File: src/core/fpe_pkg.sv
/*
  Constants and types shared by the flash program/erase controller.
  Assumes a 20 MHz system clock and a 32-bit APB register bus.
*/
package fpe_pkg;

  // ==========================================================
  // Register map (byte addresses)
  localparam logic [7:0] FPE_OFS_CTRL  = 8'h00;
  localparam logic [7:0] FPE_OFS_STAT  = 8'h04;
  localparam logic [7:0] FPE_OFS_MASK  = 8'h08;
  localparam logic [7:0] FPE_OFS_STATE = 8'h0c;

  // ==========================================================
  // Control register fields
  localparam int unsigned FPE_CTL_START  = 15;
  localparam int unsigned FPE_CTL_PERMIT = 14;
  localparam int unsigned FPE_CTL_ERR    = 13;
  localparam int unsigned FPE_CTL_ISTOP  = 12;
  localparam int unsigned FPE_CTL_OP_LSB = 0;
  localparam int unsigned FPE_OP_W       = 4;
  localparam logic [15:0] FPE_CTRL_RESET = 16'h0000;

  // Operation codes; every other code is reserved
  localparam logic [3:0] FPE_OP_PAGE_ERASE = 4'h3;
  localparam logic [3:0] FPE_OP_DWORD_PROG = 4'h1;

  // ==========================================================
  // Interrupt status / mask fields
  localparam int unsigned FPE_INT_W    = 2;
  localparam int unsigned FPE_INT_DONE = 0;
  localparam int unsigned FPE_INT_ERR  = 1;
  localparam logic [1:0]  FPE_INT_RESET = 2'h0;

  // ==========================================================
  // Timing
  localparam int unsigned FPE_CLK_PERIOD_NS = 50;
  localparam int unsigned FPE_OP_TIME_NS    = 20000;
  localparam int unsigned FPE_WAKE_TIME_NS  = 10000;
  localparam int unsigned FPE_TMR_W         = 16;

  // Least time rounded up to whole cycles, never below one
  function automatic logic [15:0] fpe_cycles_ceil(input int unsigned ns);
    int unsigned c;
    c = (ns + FPE_CLK_PERIOD_NS - 1) / FPE_CLK_PERIOD_NS;
    if (c == 0) begin
      c = 1;
    end
    return c[15:0];
  endfunction

  localparam logic [15:0] FPE_OP_CYCLES   = fpe_cycles_ceil(FPE_OP_TIME_NS);
  localparam logic [15:0] FPE_WAKE_CYCLES = fpe_cycles_ceil(FPE_WAKE_TIME_NS);

  // ==========================================================
  // Sequencer states
  typedef enum logic [1:0] {
    FPE_ST_IDLE,
    FPE_ST_RUN,
    FPE_ST_STANDBY,
    FPE_ST_WAKE
  } fpe_state_type;

endpackage

File: src/core/fpe_timer_if.sv
/*
  Link between the sequencer and its down-counting timer.
  Assumes both ends share one clock.
*/
`timescale 1ns/1ps
interface fpe_timer_if;
  logic        load;
  logic        cancel;
  logic [15:0] load_value;
  logic        expired;
  logic        running;

  modport ctrl  (output load, output cancel, output load_value, input expired, input running);
  modport timer (input load, input cancel, input load_value, output expired, output running);
endinterface

File: src/core/fpe_ctrl.sv
/*
  Flash program/erase controller: APB control register, sequencer,
  regulator idle handling and interrupt.
  Assumes the flash array reports an abort on flash_abort and that
  idle_mode is a synchronous level from the power manager.
*/
`timescale 1ns/1ps

module fpe_ctrl
  import fpe_pkg::*;
(
  input  wire logic        clk,
  input  wire logic        sys_rst,
  input  wire logic        psel,
  input  wire logic        penable,
  input  wire logic        pwrite,
  input  wire logic [7:0]  paddr,
  input  wire logic [31:0] pwdata,
  output logic [31:0]      prdata,
  output logic             pready,
  output logic             pslverr,
  input  wire logic        idle_mode,
  input  wire logic        flash_abort,
  output logic             flash_erase_active,
  output logic             flash_program_active,
  output logic             regulator_standby,
  output logic             flash_usable,
  output logic             power_save_block,
  output logic             irq
);

  fpe_timer_if tmr ();

  fpe_timer u_timer (
    .clk     (clk),
    .sys_rst (sys_rst),
    .tmr     (tmr.timer)
  );

  // Valid operation codes
  function automatic logic op_valid(input logic [3:0] op);
    return (op == FPE_OP_PAGE_ERASE) || (op == FPE_OP_DWORD_PROG);
  endfunction

  fpe_state_type state_q, state_d;
  logic          start_q;
  logic          permit_q;
  logic          err_q;
  logic          istop_q;
  logic [3:0]    op_q;
  logic [1:0]    stat_q, mask_q;
  logic [31:0]   prdata_q;
  logic          erase_q, prog_q, stby_q, usable_q, psblk_q;

  // ==========================================================
  // APB decode: zero wait states, unmapped addresses answer an error
  logic access, wr_acc, setup;
  logic hit_ctrl, hit_stat, hit_mask, hit_state, hit_any;
  logic ctrl_wr, stat_wr, mask_wr;
  assign setup     = psel && !penable;
  assign access    = psel && penable;
  assign wr_acc    = access && pwrite;
  assign hit_ctrl  = (paddr == FPE_OFS_CTRL);
  assign hit_stat  = (paddr == FPE_OFS_STAT);
  assign hit_mask  = (paddr == FPE_OFS_MASK);
  assign hit_state = (paddr == FPE_OFS_STATE);
  assign hit_any   = hit_ctrl || hit_stat || hit_mask || hit_state;
  assign ctrl_wr   = wr_acc && hit_ctrl;
  assign stat_wr   = wr_acc && hit_stat;
  assign mask_wr   = wr_acc && hit_mask;
  assign pready    = 1'b1;
  assign pslverr   = access && !hit_any;

  // Read data image of the control register
  logic [15:0] ctrl_img;
  assign ctrl_img = {start_q, permit_q, err_q, istop_q, 8'h00, op_q};

  logic [31:0] rd_mux;
  always_comb begin
    if (hit_ctrl) begin
      rd_mux = {16'h0000, ctrl_img};
    end else if (hit_stat) begin
      rd_mux = {30'h0, stat_q};
    end else if (hit_mask) begin
      rd_mux = {30'h0, mask_q};
    end else if (hit_state) begin
      rd_mux = {28'h0, stby_q, usable_q, state_q};
    end else begin
      rd_mux = 32'h0000_0000;
    end
  end

  // Read data captured in the setup phase so it is a flop in the access phase
  always_ff @(posedge clk) begin
    if (sys_rst) begin
      prdata_q <= 32'h0000_0000;
    end else if (setup && !pwrite) begin
      prdata_q <= rd_mux;
    end
  end
  assign prdata = prdata_q;

  // ==========================================================
  // Start attempts and sequence checks
  logic start_try, bad_seq, start_ok, term_bad, hw_abort, err_set;
  logic running, done_pulse, abort_run;
  assign running = (state_q == FPE_ST_RUN);
  assign start_try = ctrl_wr && pwdata[FPE_CTL_START] && !start_q;
  assign bad_seq  = start_try && (!pwdata[FPE_CTL_PERMIT] || !op_valid(pwdata[3:0]));
  assign start_ok = start_try && !bad_seq;
  assign term_bad = ctrl_wr && !pwdata[FPE_CTL_START] && start_q;
  assign hw_abort = running && flash_abort;
  assign abort_run = term_bad || hw_abort;
  assign err_set  = bad_seq || abort_run;
  assign done_pulse = running && tmr.expired && !abort_run;

  // ==========================================================
  // Control register; permit and operation fields locked while an operation is pending
  always_ff @(posedge clk) begin
    if (sys_rst) begin
      start_q  <= FPE_CTRL_RESET[FPE_CTL_START];
      permit_q <= FPE_CTRL_RESET[FPE_CTL_PERMIT];
      istop_q  <= FPE_CTRL_RESET[FPE_CTL_ISTOP];
      op_q     <= FPE_CTRL_RESET[3:0];
    end else begin
      if (done_pulse || abort_run) begin
        start_q <= 1'b0;
      end else if (start_ok) begin
        start_q <= 1'b1;
      end
      if (ctrl_wr && !start_q) begin
        permit_q <= pwdata[FPE_CTL_PERMIT];
        op_q     <= pwdata[3:0];
      end
      if (ctrl_wr) begin
        istop_q <= pwdata[FPE_CTL_ISTOP];
      end
    end
  end

  // Error flag: hardware set wins over a software clear
  // completion never sets it
  always_ff @(posedge clk) begin
    if (sys_rst) begin
      err_q <= FPE_CTRL_RESET[FPE_CTL_ERR];
    end else if (err_set) begin
      err_q <= 1'b1;
    end else if (ctrl_wr && !pwdata[FPE_CTL_ERR]) begin
      err_q <= 1'b0;
    end
  end

  // ==========================================================
  // Sequencer
  logic load_op, load_wake;
  always_comb begin
    state_d   = state_q;
    load_op   = 1'b0;
    load_wake = 1'b0;
    case (state_q)
      FPE_ST_IDLE: begin
        if (start_q && !term_bad) begin
          state_d = FPE_ST_RUN;
          load_op = 1'b1;
        end else if (idle_mode && istop_q) begin
          state_d = FPE_ST_STANDBY;
        end
      end
      FPE_ST_RUN: begin
        if (done_pulse || abort_run) begin
          state_d = FPE_ST_IDLE;
        end
      end
      FPE_ST_STANDBY: begin
        if (!idle_mode) begin
          state_d   = FPE_ST_WAKE;
          load_wake = 1'b1;
        end
      end
      FPE_ST_WAKE: begin
        if (tmr.expired) begin
          state_d = FPE_ST_IDLE;
        end
      end
      default: begin
        state_d = FPE_ST_IDLE;
      end
    endcase
  end

  assign tmr.load       = load_op || load_wake;
  assign tmr.load_value = load_op ? FPE_OP_CYCLES : FPE_WAKE_CYCLES;
  // Only an aborted operation may stop the timer; a start withdrawn during
  // the wake-up delay must leave that delay running, or the sequencer stalls
  assign tmr.cancel     = running && abort_run;

  // State and output flops follow the next state so outputs match it
  always_ff @(posedge clk) begin
    if (sys_rst) begin
      state_q  <= FPE_ST_IDLE;
      erase_q  <= 1'b0;
      prog_q   <= 1'b0;
      stby_q   <= 1'b0;
      usable_q <= 1'b1;
      psblk_q  <= 1'b0;
    end else begin
      state_q  <= state_d;
      erase_q  <= (state_d == FPE_ST_RUN) && (op_q == FPE_OP_PAGE_ERASE);
      prog_q   <= (state_d == FPE_ST_RUN) && (op_q == FPE_OP_DWORD_PROG);
      stby_q   <= (state_d == FPE_ST_STANDBY);
      usable_q <= (state_d == FPE_ST_IDLE) || (state_d == FPE_ST_RUN);
      psblk_q  <= (state_d == FPE_ST_RUN);
    end
  end

  assign flash_erase_active   = erase_q;
  assign flash_program_active = prog_q;
  assign regulator_standby    = stby_q;
  assign flash_usable         = usable_q;
  assign power_save_block     = psblk_q;

  // ==========================================================
  // Interrupts: sticky status, write one to clear, set wins
  logic [1:0] stat_set;
  assign stat_set = {err_set, done_pulse};
  always_ff @(posedge clk) begin
    if (sys_rst) begin
      stat_q <= FPE_INT_RESET;
      mask_q <= FPE_INT_RESET;
    end else begin
      stat_q <= stat_set | (stat_q & ~(stat_wr ? pwdata[1:0] : 2'h0));
      if (mask_wr) begin
        mask_q <= pwdata[1:0];
      end
    end
  end
  assign irq = |(stat_q & mask_q);

  // ==========================================================
  // Checks
  localparam logic [15:0] OP_LAST   = FPE_OP_CYCLES - 16'h0001;
  localparam logic [15:0] WAKE_LAST = FPE_WAKE_CYCLES - 16'h0001;
  logic [15:0] run_cnt_q;
  always_ff @(posedge clk) begin
    if (sys_rst || !running) begin
      run_cnt_q <= 16'h0000;
    end else begin
      run_cnt_q <= run_cnt_q + 16'h0001;
    end
  end

  // Helper count of cycles spent in the wake-up delay
  logic [15:0] wake_cnt_q;
  always_ff @(posedge clk) begin
    if (sys_rst || state_q != FPE_ST_WAKE) begin
      wake_cnt_q <= 16'h0000;
    end else begin
      wake_cnt_q <= wake_cnt_q + 16'h0001;
    end
  end
endmodule

File: src/core/fpe_timer.sv
/*
  Down-counting timer for self-timed operations and regulator wake-up.
  Assumes a load value of at least one; expiry is a one-cycle pulse.
*/
`timescale 1ns/1ps
module fpe_timer
  import fpe_pkg::*;
(
  input  wire logic clk,
  input  wire logic sys_rst,
  fpe_timer_if.timer tmr
);

  logic [FPE_TMR_W-1:0] cnt_q;
  logic                 run_q;
  logic                 last;

  // Expiry on the final counted cycle
  assign last        = run_q && (cnt_q == 16'h0001);
  assign tmr.expired = last && !tmr.cancel;
  assign tmr.running = run_q;

  // ==========================================================
  // Counter
  always_ff @(posedge clk) begin
    if (sys_rst) begin
      cnt_q <= 16'h0000;
      run_q <= 1'b0;
    end else if (tmr.load) begin
      cnt_q <= tmr.load_value;
      run_q <= 1'b1;
    end else if (tmr.cancel || last) begin
      cnt_q <= 16'h0000;
      run_q <= 1'b0;
    end else if (run_q) begin
      cnt_q <= cnt_q - 16'h0001;
    end
  end

endmodule

File: config.mk
export PLATFORM = sky130hd
export DESIGN_NAME = fpe_ctrl
export DESIGN_NICKNAME = d
export VERILOG_FILES = /design/src/core/fpe_pkg.sv /design/src/core/fpe_timer_if.sv /design/src/core/fpe_ctrl.sv /design/src/core/fpe_timer.sv
export SDC_FILE = /design/constraint.sdc
export NUM_CORES = 1
export LEC_CHECK = 0
export BUFFER_PORTS_ARGS = -buffer_cell sky130_fd_sc_hd__buf_2
export CAP_MARGIN = 20
export CORE_ASPECT_RATIO = 0.5
export CORE_MARGIN = 2
export CORE_UTILIZATION = 49
export DETAILED_ROUTE_END_ITERATION = 16
export PLACE_DENSITY = 0.79
export SYNTH_ARGS = -nofsm -noshare
export SYNTH_HDL_FRONTEND = slang
export SYNTH_SLANG_ARGS = --single-unit
File: constraint.sdc
create_clock -name clk -period 3 [get_ports clk]
set_input_delay 0.45 -clock clk [delete_from_list [all_inputs] [get_ports clk]]
set_output_delay 0.45 -clock clk [all_outputs]
set_load 0.005 [all_outputs]
* Word level (Yosys, flattened, before mapping) *
Cells that the tools add are included.

cells by class
  add/sub/neg operators = 1
  eq/ne operators = 13
  mux-type cells = 23
  bitwise logic cells = 4
  reductions and logical operators = 57

operator list
  cell                                                                    count
  16-bit two-way mux                                                      4
  1-bit logical AND                                                       26
  16-bit by 1-bit equality test with 1-bit output, second input constant  1
  8-bit by 4-bit equality test with 1-bit output, second input constant   2
  16-bit by 1-bit subtractor with 16-bit output, second input constant    1
  1-bit zero test                                                         12
  2-bit two-way mux                                                       6
  4-bit two-way mux                                                       3
  1-bit logical OR                                                        11
  9-bit two-way mux                                                       1
  4-bit by 1-bit equality test with 1-bit output, second input constant   2
  4-bit by 2-bit equality test with 1-bit output, second input constant   2
  8-bit by 3-bit equality test with 1-bit output, second input constant   1
  8-bit zero test                                                         1
  1-bit two-way mux                                                       8
  2-bit one-hot mux with 4 select lines                                   1
  2-bit equality test, second input constant                              3
  2-bit AND                                                               2
  2-bit by 1-bit equality test with 1-bit output, second input constant   2
  2-bit zero test                                                         2
  2-bit nonzero test                                                      2
  2-bit OR reduction                                                      2
  3-bit nonzero test                                                      1
  2-bit NOT                                                               1
  2-bit OR                                                                1

word-level totals
  register bits = 68
  input port bits = 47
  output and inout port bits = 40
  word-level logic and storage cells = 114

* Logic depth before layout (Yosys ltp) *
Gate-level depths: netlist (run 1).

  word-level depth = 16
  depth in mapped cells = 7
  gate-level depth less buffers = 7

* By module *
A second synthesis (run 1) with hierarchy kept.

unflattened totals
  cell total of the unflattened synthesis = 329
  area, all modules = 2750.1 um^2

by module, submodules not included
  module     times used  cells each  area an instance (um^2)  seq. area each (um^2)
  fpe_ctrl   1           173         1519.0                   540.5
  fpe_timer  1           156         1231.2                   340.3

* Worst setup path before layout (run 1) *
Ideal clock, no wire load.

  kind = input to register
  start = input paddr[3]
  end = register u_timer.cnt_q[10]
  library setup time = 0.064 ns
  data arrival time = 2.207 ns
  required time = 2.936 ns
  path slack = 0.729 ns
  stages on the path = 7
  buffers on the path = 2
  cell sequence = buf_4 > or4_4 > o31ai_4 > nor3_2 > or4_4 > buf_6 > nor2_1

between the ends
  cells in the longest elaborated chain, start to end = 10
  elaborated cells between the ends (all ways) = 15
  classes of those cells = 4 x mux; 11 x reduce/logical

RTL lines
  element                                                                           line             RTL
  start, declared                                                                   fpe_ctrl.sv:17   input wire logic [7:0] paddr,
  8-bit zero test (*)                                                               fpe_ctrl.sv:63   assign hit_ctrl = (paddr == FPE_OFS_CTRL);
  1-bit logical AND (*)                                                             fpe_ctrl.sv:68   assign ctrl_wr = wr_acc && hit_ctrl;
  1-bit logical AND (*) (2 in a row)                                                fpe_ctrl.sv:111  assign term_bad = ctrl_wr && !pwdata[FPE_CTL_START] && start_q;
  1-bit zero test                                                                   fpe_ctrl.sv:162  if (start_q && !term_bad) begin
  1-bit logical AND                                                                 fpe_ctrl.sv:162
  1-bit two-way mux                                                                 fpe_ctrl.sv:162
  1-bit two-way mux                                                                 fpe_ctrl.sv:160  case (state_q)
  1-bit logical OR                                                                  fpe_ctrl.sv:191  assign tmr.load = load_op || load_wake;
  3-bit nonzero test (no source line) / 16-bit two-way mux (equally long branches)  n/a
  end signal, assigned                                                              fpe_timer.sv:30  cnt_q <= tmr.load_value;
  end signal, assigned                                                              fpe_timer.sv:36  cnt_q <= cnt_q - 16'h0001;
  end, declared                                                                     fpe_timer.sv:14  logic [FPE_TMR_W-1:0] cnt_q;

Every way passes the cells marked *; elsewhere a longest branch is shown, timed or not.
A chain may end at the register's enable or synchronous reset.

* Final worst setup path (run 1) *
  start = input paddr[2]
  end = register u_timer.cnt_q[1]

The elaborated chain is that of the path after synthesis.

==> metrics, run 1 <==
final design utilization=0.566; first-pass GRT wire length=8.18 mm; final clock skew=0.0121 ns; Num Clock Sinks=44; Hold Path Class=primary input to register; grt met1 use=0.243; GRT Overall Usage=0.198; Port-buffer cells=37; Antenna Nets Post-Route=0; vias in the first global route=1,756; Max VDD drop=roughly 0.24 mV; CP required=3.22 ns; Netlist cell types=50; final hold slack=roughly 0.39 ns; highest clock rate=around 460 MHz; Initial Util=0.519; DPL Wire Length=3.69 mm; Final Hold Vio Count=0; critical path class=primary input to register; die area=5330 µm²; die width=just over 100 µm; Residual DRC=0; CP max stage cell=or4_4; Via Count=between 1.5k and 2k; MaxCap Viol Count=0; placer congestion estimate=0.920; num ports=87; Post-synth EDFFs=0; Final period util=0.721; Final Critical Period=2.16 ns; PD cells=466 nW/µm²; ys async rst share=0; syn_area_per_cell=8.78 µm²; clock latency at the later pin of the worst-skew pair=0.30 ns; Pre-antenna DRT Iters=4; Worst EP arrival=2.38 ns; post-CTS setup buffer count=0; Worst-path clk slew=0.09 ns; GR peak layer=met2; Clock Tree Root=clkbuf_8; CP delay by family, top=simple AND/OR/NAND/NOR gates; status=complete, no violations; initial antenna violation count=0; register area=881 µm²; cts hold-fix bufs=0; fraction of layout cells with a size suffix above 1=0.189; Crit. End Element=register; Cell Area, Synth=2320 µm²; headroom to the max-slew limit=0.461; Total Wirelength=around 4.9 mm; diode count=0; setup TNS=0 ns; Clock Tree Buf Depth=2; Synth warnings=0; pins over their slew limit=0; via/cell ratio=5.55; met2 Use GR=0.347; GR met3 Demand/Resource=0.0493; GRT overflow=0; initial DRC count=85; slowest cell delay on critical path=roughly 0.61 ns; top_reg_cell synth=dfxtp_1; post-CTS sizing=0; most frequent CP cell=or4_4; RSZ-0062 raised after global routing=no; Fillers=a little over 400; Seq/Total Area, Yosys=0.380; Syn-to-layout area delta=9.07%; LEAKAGE=1.09 nW; TritonCTS clock tree=done; DR WL/cell=13.8 µm; crit start category=primary input; num rows=17; Cell Chain, Critical Path=buf_2, or4_4, o31ai_4, nor3_2, or4_4, a211oi_2; largest net degree at the start of global routing=30; H-tree depth reported by CTS=2; Yosys reg bits=between 40 and 50; Slew @ Worst Pin=0.806 ns; Num CTS Buffers=5; fin nets=345; Worst Path Max Fanout=11; cells after synthesis=264; setup violators final=0; WP buf/inv=1; multi-input logic area=1240 µm²; CORE AREA=between 4000 and 5000 µm²; die height=52.6 µm
## metrics by stage
step | cell area [µm²] | cells | setup WS, ns | power, W
CTS | 2530 | 353 | 0.829 | 0.00118
global placement | 2400 | 346 | 0.568 | 0.000652
detailed placement | 2400 | 346 | 0.526 | 0.000654
global route | 2530 | 353 | 0.743 | 0.00121
floorplan | 2400 | 287 | 0.729 | 0.000656
finish | 2530 | 353 | 0.836 | 0.00118
## where the power goes
group / total (W) / leakage [nW] / internal, W / switching, W
clock: 0.000536 / 0.0642 / 0.000328 / 0.000208
combinational: 0.0000576 / 0.672 / 0.0000202 / 0.0000374
sequential: 0.000584 / 0.354 / 0.000584 / 0.000000109
## worst paths after layout
path | startpoint | endpoint | slack, ns | cells past startpoint
hold / removal | pwdata[14] | permit_q | 0.39 | 3
setup / recovery | paddr[2] | u_timer.cnt_q[1] | 0.84 | 6
hold reg to reg | prdata[1] | prdata[1] | 0.46 | 2
setup reg to reg | u_timer.cnt_q[7] | power_save_block | 0.91 | 5
## layout make-up
cell class | count | area share
Multi-Input combinational cell | 202 | 0.490
Sequential cell | 44 | 0.349
Inverter | 6 | 0.00891
Clock buffer | 5 | 0.0272
Clock inverter | 2 | 0.0238
Timing Repair Buffer | 37 | 0.0733
Tap cell | 57 | 0.0282
## cell families after synthesis
family | synth area share
other | 0.00324
XOR/XNOR | 0.0529
adder cells (fa/ha/maj) | 0.0108
buffers and inverters | 0.123
flip-flops | 0.380
multiplexers | 0.0529
AND/OR/NAND/NOR | 0.264
AO/OA/AOI/OAI | 0.113
## synth_stat cells (3+ instances only)
master | n | area (µm²)
nand3_1 | 4 | 20.0
buf_4 | 26 | 195
or4_4 | 3 | 33.8
dfxtp_1 | 44 | 881
a22oi_1 | 4 | 30.0
inv_1 | 6 | 22.5
nor2b_1 | 5 | 31.3
nand4b_1 | 3 | 26.3
and3_1 | 3 | 18.8
nand4_1 | 3 | 18.8
buf_6 | 3 | 33.8
a21oi_1 | 14 | 70.1
clkbuf_1 | 5 | 18.8
xor2_1 | 3 | 26.3
or3_1 | 4 | 25.0
nand2_1 | 17 | 63.8
nor3b_1 | 3 | 22.5
nor4_1 | 5 | 31.3
nor2_1 | 41 | 154
nor3_1 | 10 | 50.1
a31oi_1 | 5 | 31.3
mux2i_1 | 7 | 70.1
xnor2_1 | 11 | 96.3
## state kept, by name, summed over array words and instances, names as in the netlist
register / flops
prdata: 8
power_save_block: 1
stat_q: 2
start_q: 1
mask_q: 2
regulator_standby: 1
err_q: 1
u_timer.cnt_q: 16
istop_q: 1
state_q: 2
permit_q: 1
op_q: 4
flash_erase_active: 1
u_timer.tmr.running: 1
flash_program_active: 1
flash_usable: 1
## worst reg2reg max path, cell delays in order (launching register included)
cell and delay [ns]:
dfxtp_1 0.37, or4_1 0.59, or2b_2 0.37, nor2_1 0.31, a221o_1 0.29, nor2_1 0.06
## cells in the final DEF, fill, tap and decap left out, types with 2 or more instances in the layout
master | Yosys | layout
xnor2_1 | 11 | 11
or4_1 | 2 | 2
inv_1 | 6 | 6
xor2_1 | 3 | 3
mux2i_1 | 7 | 7
or3_1 | 4 | 4
nor4_1 | 5 | 5
a22oi_1 | 4 | 4
or3b_2 | 2 | 2
and3_2 | 2 | 2
nor3_1 | 10 | 10
ha_1 | 2 | 2
a31oi_1 | 5 | 5
nand4b_1 | 3 | 3
clkbuf_8 | 1 | 5
nor4bb_1 | 2 | 2
nor2b_1 | 5 | 5
or4_4 | 3 | 3
conb_1 | 2 | 25
and3_1 | 3 | 3
nand2_1 | 17 | 17
a21oi_1 | 14 | 14
bufinv_16 | 0 | 2
dfxtp_1 | 44 | 44
o21ai_0 | 2 | 2
nand3_1 | 4 | 4
buf_2 | 0 | 37
nand4_1 | 3 | 3
nor3b_1 | 3 | 3
nor2_1 | 41 | 41
mux4_1 | 2 | 2
## routing by layer
metal | wire (µm) | share of wire
met3 | 369 | 0.076
met2 | 2370 | 0.49
met4 | 66 | 0.014
met5 | 0 | 0
met1 | 2060 | 0.42
No activity file was read; power rests on OpenSTA's default activity.
==> inputs of run 2 (changes only) <==
==> constraint.sdc (replaced) <==
create_clock -name clk -period 2.2 [get_ports clk]
set_input_delay 0.33 -clock clk [delete_from_list [all_inputs] [get_ports clk]]
set_output_delay 0.33 -clock clk [all_outputs]
set_load 0.005 [all_outputs]
==> run 2 against run 1 <==
  * Sequential power up 36%
  * Critical path type is now register to register
  * Final cell count is 4.0% higher
  * Total power grew 32%
  * Largest cell class unchanged
  * Critical endpoint unchanged
  * Highest routed layer unchanged
==> metrics, run 2 (synthesis results as in run 1) <==
status=complete, no violations; largest net degree at the start of global routing=29; Final period util=0.930; Residual DRC=0; die width=around 100 µm; Via Count=1,963; GR met3 Demand/Resource=0.0453; die area=approximately 5300 µm²; crit start category=register; CP required=2.37 ns; clock latency at the later pin of the worst-skew pair=0.30 ns; Syn-to-layout area delta=13.3%; Antenna Nets Post-Route=0; via/cell ratio=approximately 5.3; Pre-antenna DRT Iters=4; RSZ-0062 raised after global routing=no; PD cells=593 nW/µm²; DPL Wire Length=3.75 mm; setup violators final=0; commonest cells after routing, fill and taps aside=44 x dfxtp_1, 40 x nor2_1, 37 x buf_2; num rows=17; Power Total=0.00156 W; num ports=between 80 and 90; fraction of layout cells with a size suffix above 1=0.229; headroom to the max-slew limit=0.603; setup TNS=0 ns; HP Start=pwdata[14]; first-pass GRT wire length=8.20 mm; TritonCTS clock tree=done; Clock Tree Buf Depth=2; Total Wirelength=4.87 mm; diode count=0; GR peak layer=met2; crit path launch=u_timer.cnt_q[7]; register area=881 µm²; Clock Tree Root=clkbuf_8; Port-buffer cells=37; Worst Path Max Fanout=11; post-CTS setup buffer count=0; highest clock rate=489 MHz; final clock skew=0.00581 ns; cts hold-fix bufs=0; LEAKAGE=1.15 nW; commonest non-fill, non-tap cell in the layout=dfxtp_1; fin nets=about 360; vias in the first global route=1,834; H-tree depth reported by CTS=2; Fillers=400; GRT Overall Usage=0.198; initial antenna violation count=0; Slew @ Worst Pin=around 0.59 ns; MaxCap Viol Count=0; post-CTS sizing=0; Final Hold Vio Count=0; final design utilization=0.588; multi-input logic area=roughly 1200 µm²; pins over their slew limit=0; Initial Util=0.519; Num CTS Buffers=5; Most flops, register=u_timer.cnt_q; Num Clock Sinks=44; GRT overflow=0; Worst EP arrival=2.22 ns; die height=52.6 µm; CORE AREA=4470 µm²; R2R Path Start=u_timer.cnt_q[7]; Reg2Reg Setup Slack=0.15 ns; met2 Use GR=0.350; Final Critical Period=2.05 ns; max reg flops=16; initial DRC count=just under 70; placer congestion estimate=0.940; Max VDD drop=0.391 mV; Hold Path Class=primary input to register; Worst-path clk slew=0.08 ns; DR WL/cell=roughly 13 µm; Crit. End Element=register; critical path class=register to register; grt met1 use=0.242
run 2: cell types whose count changed in the layout (fill, tap and decap cells not counted):
cell / before / now
bufinv_16: 2 / 1
nor2_2: 0 / 1
buf_4: 0 / 13
nor2_1: 41 / 40
clkbuf_8: 5 / 7
run 2: critical path, stage by stage, from the launching register on:
cell       delay (ns)
dfxtp_1          0.37
or4_1            0.60
or2b_2           0.37
o2bb2ai_1        0.26
or4_4            0.26
a211oi_2         0.06
run 2: cell type report:
| cell class | instances | area share |
|---|---|---|
| tap | 57 | 0.0272 |
| multi-input combinational | 202 | 0.473 |
| clock inverter | 1 | 0.0114 |
| timing repair buffer | 50 | 0.108 |
| inverter | 6 | 0.00858 |
| clock buffer | 7 | 0.0367 |
| sequential | 44 | 0.336 |
run 2: path summary, 6_finish.rpt:
check	end	cells after the start
setup / recovery	u_timer.cnt_q[1]	5
hold / removal	permit_q	3
setup reg to reg	u_timer.cnt_q[1]	5
hold reg to reg	prdata[1]	2
run 2: per-layer routing:
metal	vias up	routed length, µm
met5	-	0
met2	74	2340
met3	7	300
met1	917	2180
li1	965	-
met4	0	55
run 2: power by group:
part / internal (W) / switching [W] / total (W)
Sequential: 0.000796 / 0.000000153 / 0.000796
Clock: 0.000401 / 0.000274 / 0.000675
Combinational: 0.0000338 / 0.0000521 / 0.0000859
run 2: per-stage QoR:
stage | cells | cell area [µm²] | hold WS (ns) | setup WS [ns]
after floorplan | 287 | 2400 | 0.445 | 0.0487
after global placement | 359 | 2500 | 0.446 | -0.0597
after detailed placement | 359 | 2500 | 0.449 | -0.0903
after CTS | 367 | 2620 | 0.270 | 0.108
after global routing | 367 | 2630 | 0.264 | 0.0893
final | 367 | 2630 | 0.275 | 0.155
==> inputs of run 3 (changes only) <==
--- a/config.mk
+++ b/config.mk
@@ -7,9 +7,11 @@
 export LEC_CHECK = 0
 export BUFFER_PORTS_ARGS = -buffer_cell sky130_fd_sc_hd__buf_2
 export CAP_MARGIN = 20
+export CELL_PAD_IN_SITES_DETAIL_PLACEMENT = 1
+export CELL_PAD_IN_SITES_GLOBAL_PLACEMENT = 2
 export CORE_ASPECT_RATIO = 0.5
 export CORE_MARGIN = 2
-export CORE_UTILIZATION = 49
+export CORE_UTILIZATION = 28
 export DETAILED_ROUTE_END_ITERATION = 16
 export PLACE_DENSITY = 0.79
 export SYNTH_ARGS = -nofsm -noshare
==> run 3 against run 2 <==
  * Via count grew 0.66%
  * Wire length is 27% higher
  * Combinational power rose by 5.1%
==> metrics, run 3 (synthesis results as in run 1) <==
status=complete, no violations; Num CTS Buffers=5; DR WL/cell=~15 µm; Reg2Reg Setup Slack=0.16 ns; critical path class=primary input to register; crit start category=primary input; Worst-path clk slew=roughly 0.06 ns; clock latency at the later pin of the worst-skew pair=0.29 ns; GRT Overall Usage=0.142; Cell Chain, Critical Path=buf_2, or4_4, o31ai_4, nor3_2, or4_4, a211oi_2; num ports=a little under 90; Worst Path Max Fanout=11; Antenna Nets Post-Route=0; fraction of layout cells with a size suffix above 1=0.226; slowest cell delay on critical path=0.63 ns; Residual DRC=0; CORE AREA=8030 µm²; most frequent CP cell=or4_4; initial antenna violation count=0; post-CTS setup buffer count=0; PD cells=636 nW/µm²; Most flops, register=u_timer.cnt_q; MaxCap Viol Count=0; max reg flops=16; LEAKAGE=roughly 1.2 nW; vias in the first global route=2,041; Slew @ Worst Pin=0.626 ns; Area after DPL=2560 µm²; via/cell ratio=about 4.7; cts hold-fix bufs=0; Final Hold Vio Count=0; Hold Path Class=primary input to register; Max VDD drop=0.232 mV; die width=133 µm; Final period util=0.930; WP buf/inv=1; first-pass GRT wire length=10.0 mm; CP delay by family, top=simple AND/OR/NAND/NOR gates; Total Wirelength=approximately 6.2 mm; setup violators final=0; die area=9060 µm²; Worst EP arrival=2.26 ns; largest net degree at the start of global routing=30; H-tree depth reported by CTS=2; Pre-antenna DRT Iters=4; die height=68.3 µm; headroom to the max-slew limit=0.579; Final Critical Period=about 2.0 ns; Via Count=1,976; placer congestion estimate=0.819; final clock skew=between 0.006 and 0.007 ns; Syn-to-layout area delta=17.9%; post-CTS sizing=0; Clock Tree Root=clkbuf_16; commonest cells after routing, fill and taps aside=44 x dfxtp_1, 40 x nor2_1, 37 x buf_2; pins over their slew limit=0; Crit. End Element=register; Port-buffer cells=37; fin area=2730 µm²; fin nets=358; TritonCTS clock tree=done; highest clock rate=489 MHz; initial DRC count=85; commonest non-fill, non-tap cell in the layout=dfxtp_1; RSZ-0062 raised after global routing=no; diode count=0; Clock Tree Buf Depth=2; GRT overflow=0; Initial Util=0.289; num rows=23; Num Clock Sinks=44; CP required=between 2 and 2.5 ns; CP max stage cell=or4_4; DPL Wire Length=4.71 mm; Power Total=0.00174 W
[run 3: changes by cell type in the layout (fill, tap and decap cells not counted)]
cell	change
clkbuf_1	+1
clkinv_2	+1
clkbuf_16	+5
clkbuf_8	-7
[run 3: metal layers]
metal,track usage,part of all wire,wire [µm],up-vias
met5,0,0,0,-
met4,0.0484,0.016,97,0
met3,0.0407,0.056,349,9
met2,0.269,0.50,3120,55
met1,0.159,0.42,2620,950
li1,-,-,-,962
[run 3: report_power, final]
part / leakage, nW / switching (W) / internal [W]
clock network: 0.0808 / 0.000315 / 0.000534
registers: 0.354 / 0.000000159 / 0.000797
logic: 0.734 / 0.0000565 / 0.0000338
total: 1.17 / 0.000372 / 0.00136
[run 3: path summary, 6_finish.rpt]
kind / depth (start not counted) / end / start
max: 6 / u_timer.cnt_q[1] / paddr[1]
max reg2reg: 5 / u_timer.cnt_q[1] / u_timer.cnt_q[8]
min: 3 / istop_q / pwdata[12]
min reg2reg: 2 / prdata[0] / prdata[0]
[run 3: worst reg2reg max path, delay by kind of cell (launching register included)]
family	cells	cell delay (ns)
DFF	1	0.35
AOI/OAI and AO/OA	2	0.32
and+or+nand+nor	3	1.24
[run 3: through the flow]
stage	util	TNS [ns]	instances	setup WS, ns	hold WS, ns
6_report	0.340	0	422	0.154	0.282
3_5_place_dp	0.319	-0.998	414	-0.151	0.463
4_1_cts	0.340	0	422	0.123	0.280
2_1_floorplan	-	0	287	0.0487	0.445
3_3_place_gp	0.319	-0.371	414	-0.103	0.444
5_1_grt	0.340	0	422	0.0801	0.285
[run 3: final cells by class]
class / count / area, µm²
multi-input combinational: 202 / 1240
timing repair buffer: 50 / 283
fill: 976 / 5300
sequential: 44 / 881
tap: 112 / 140
clock buffer: 6 / 129
inverter: 6 / 22.5
clock inverter: 2 / 35.0
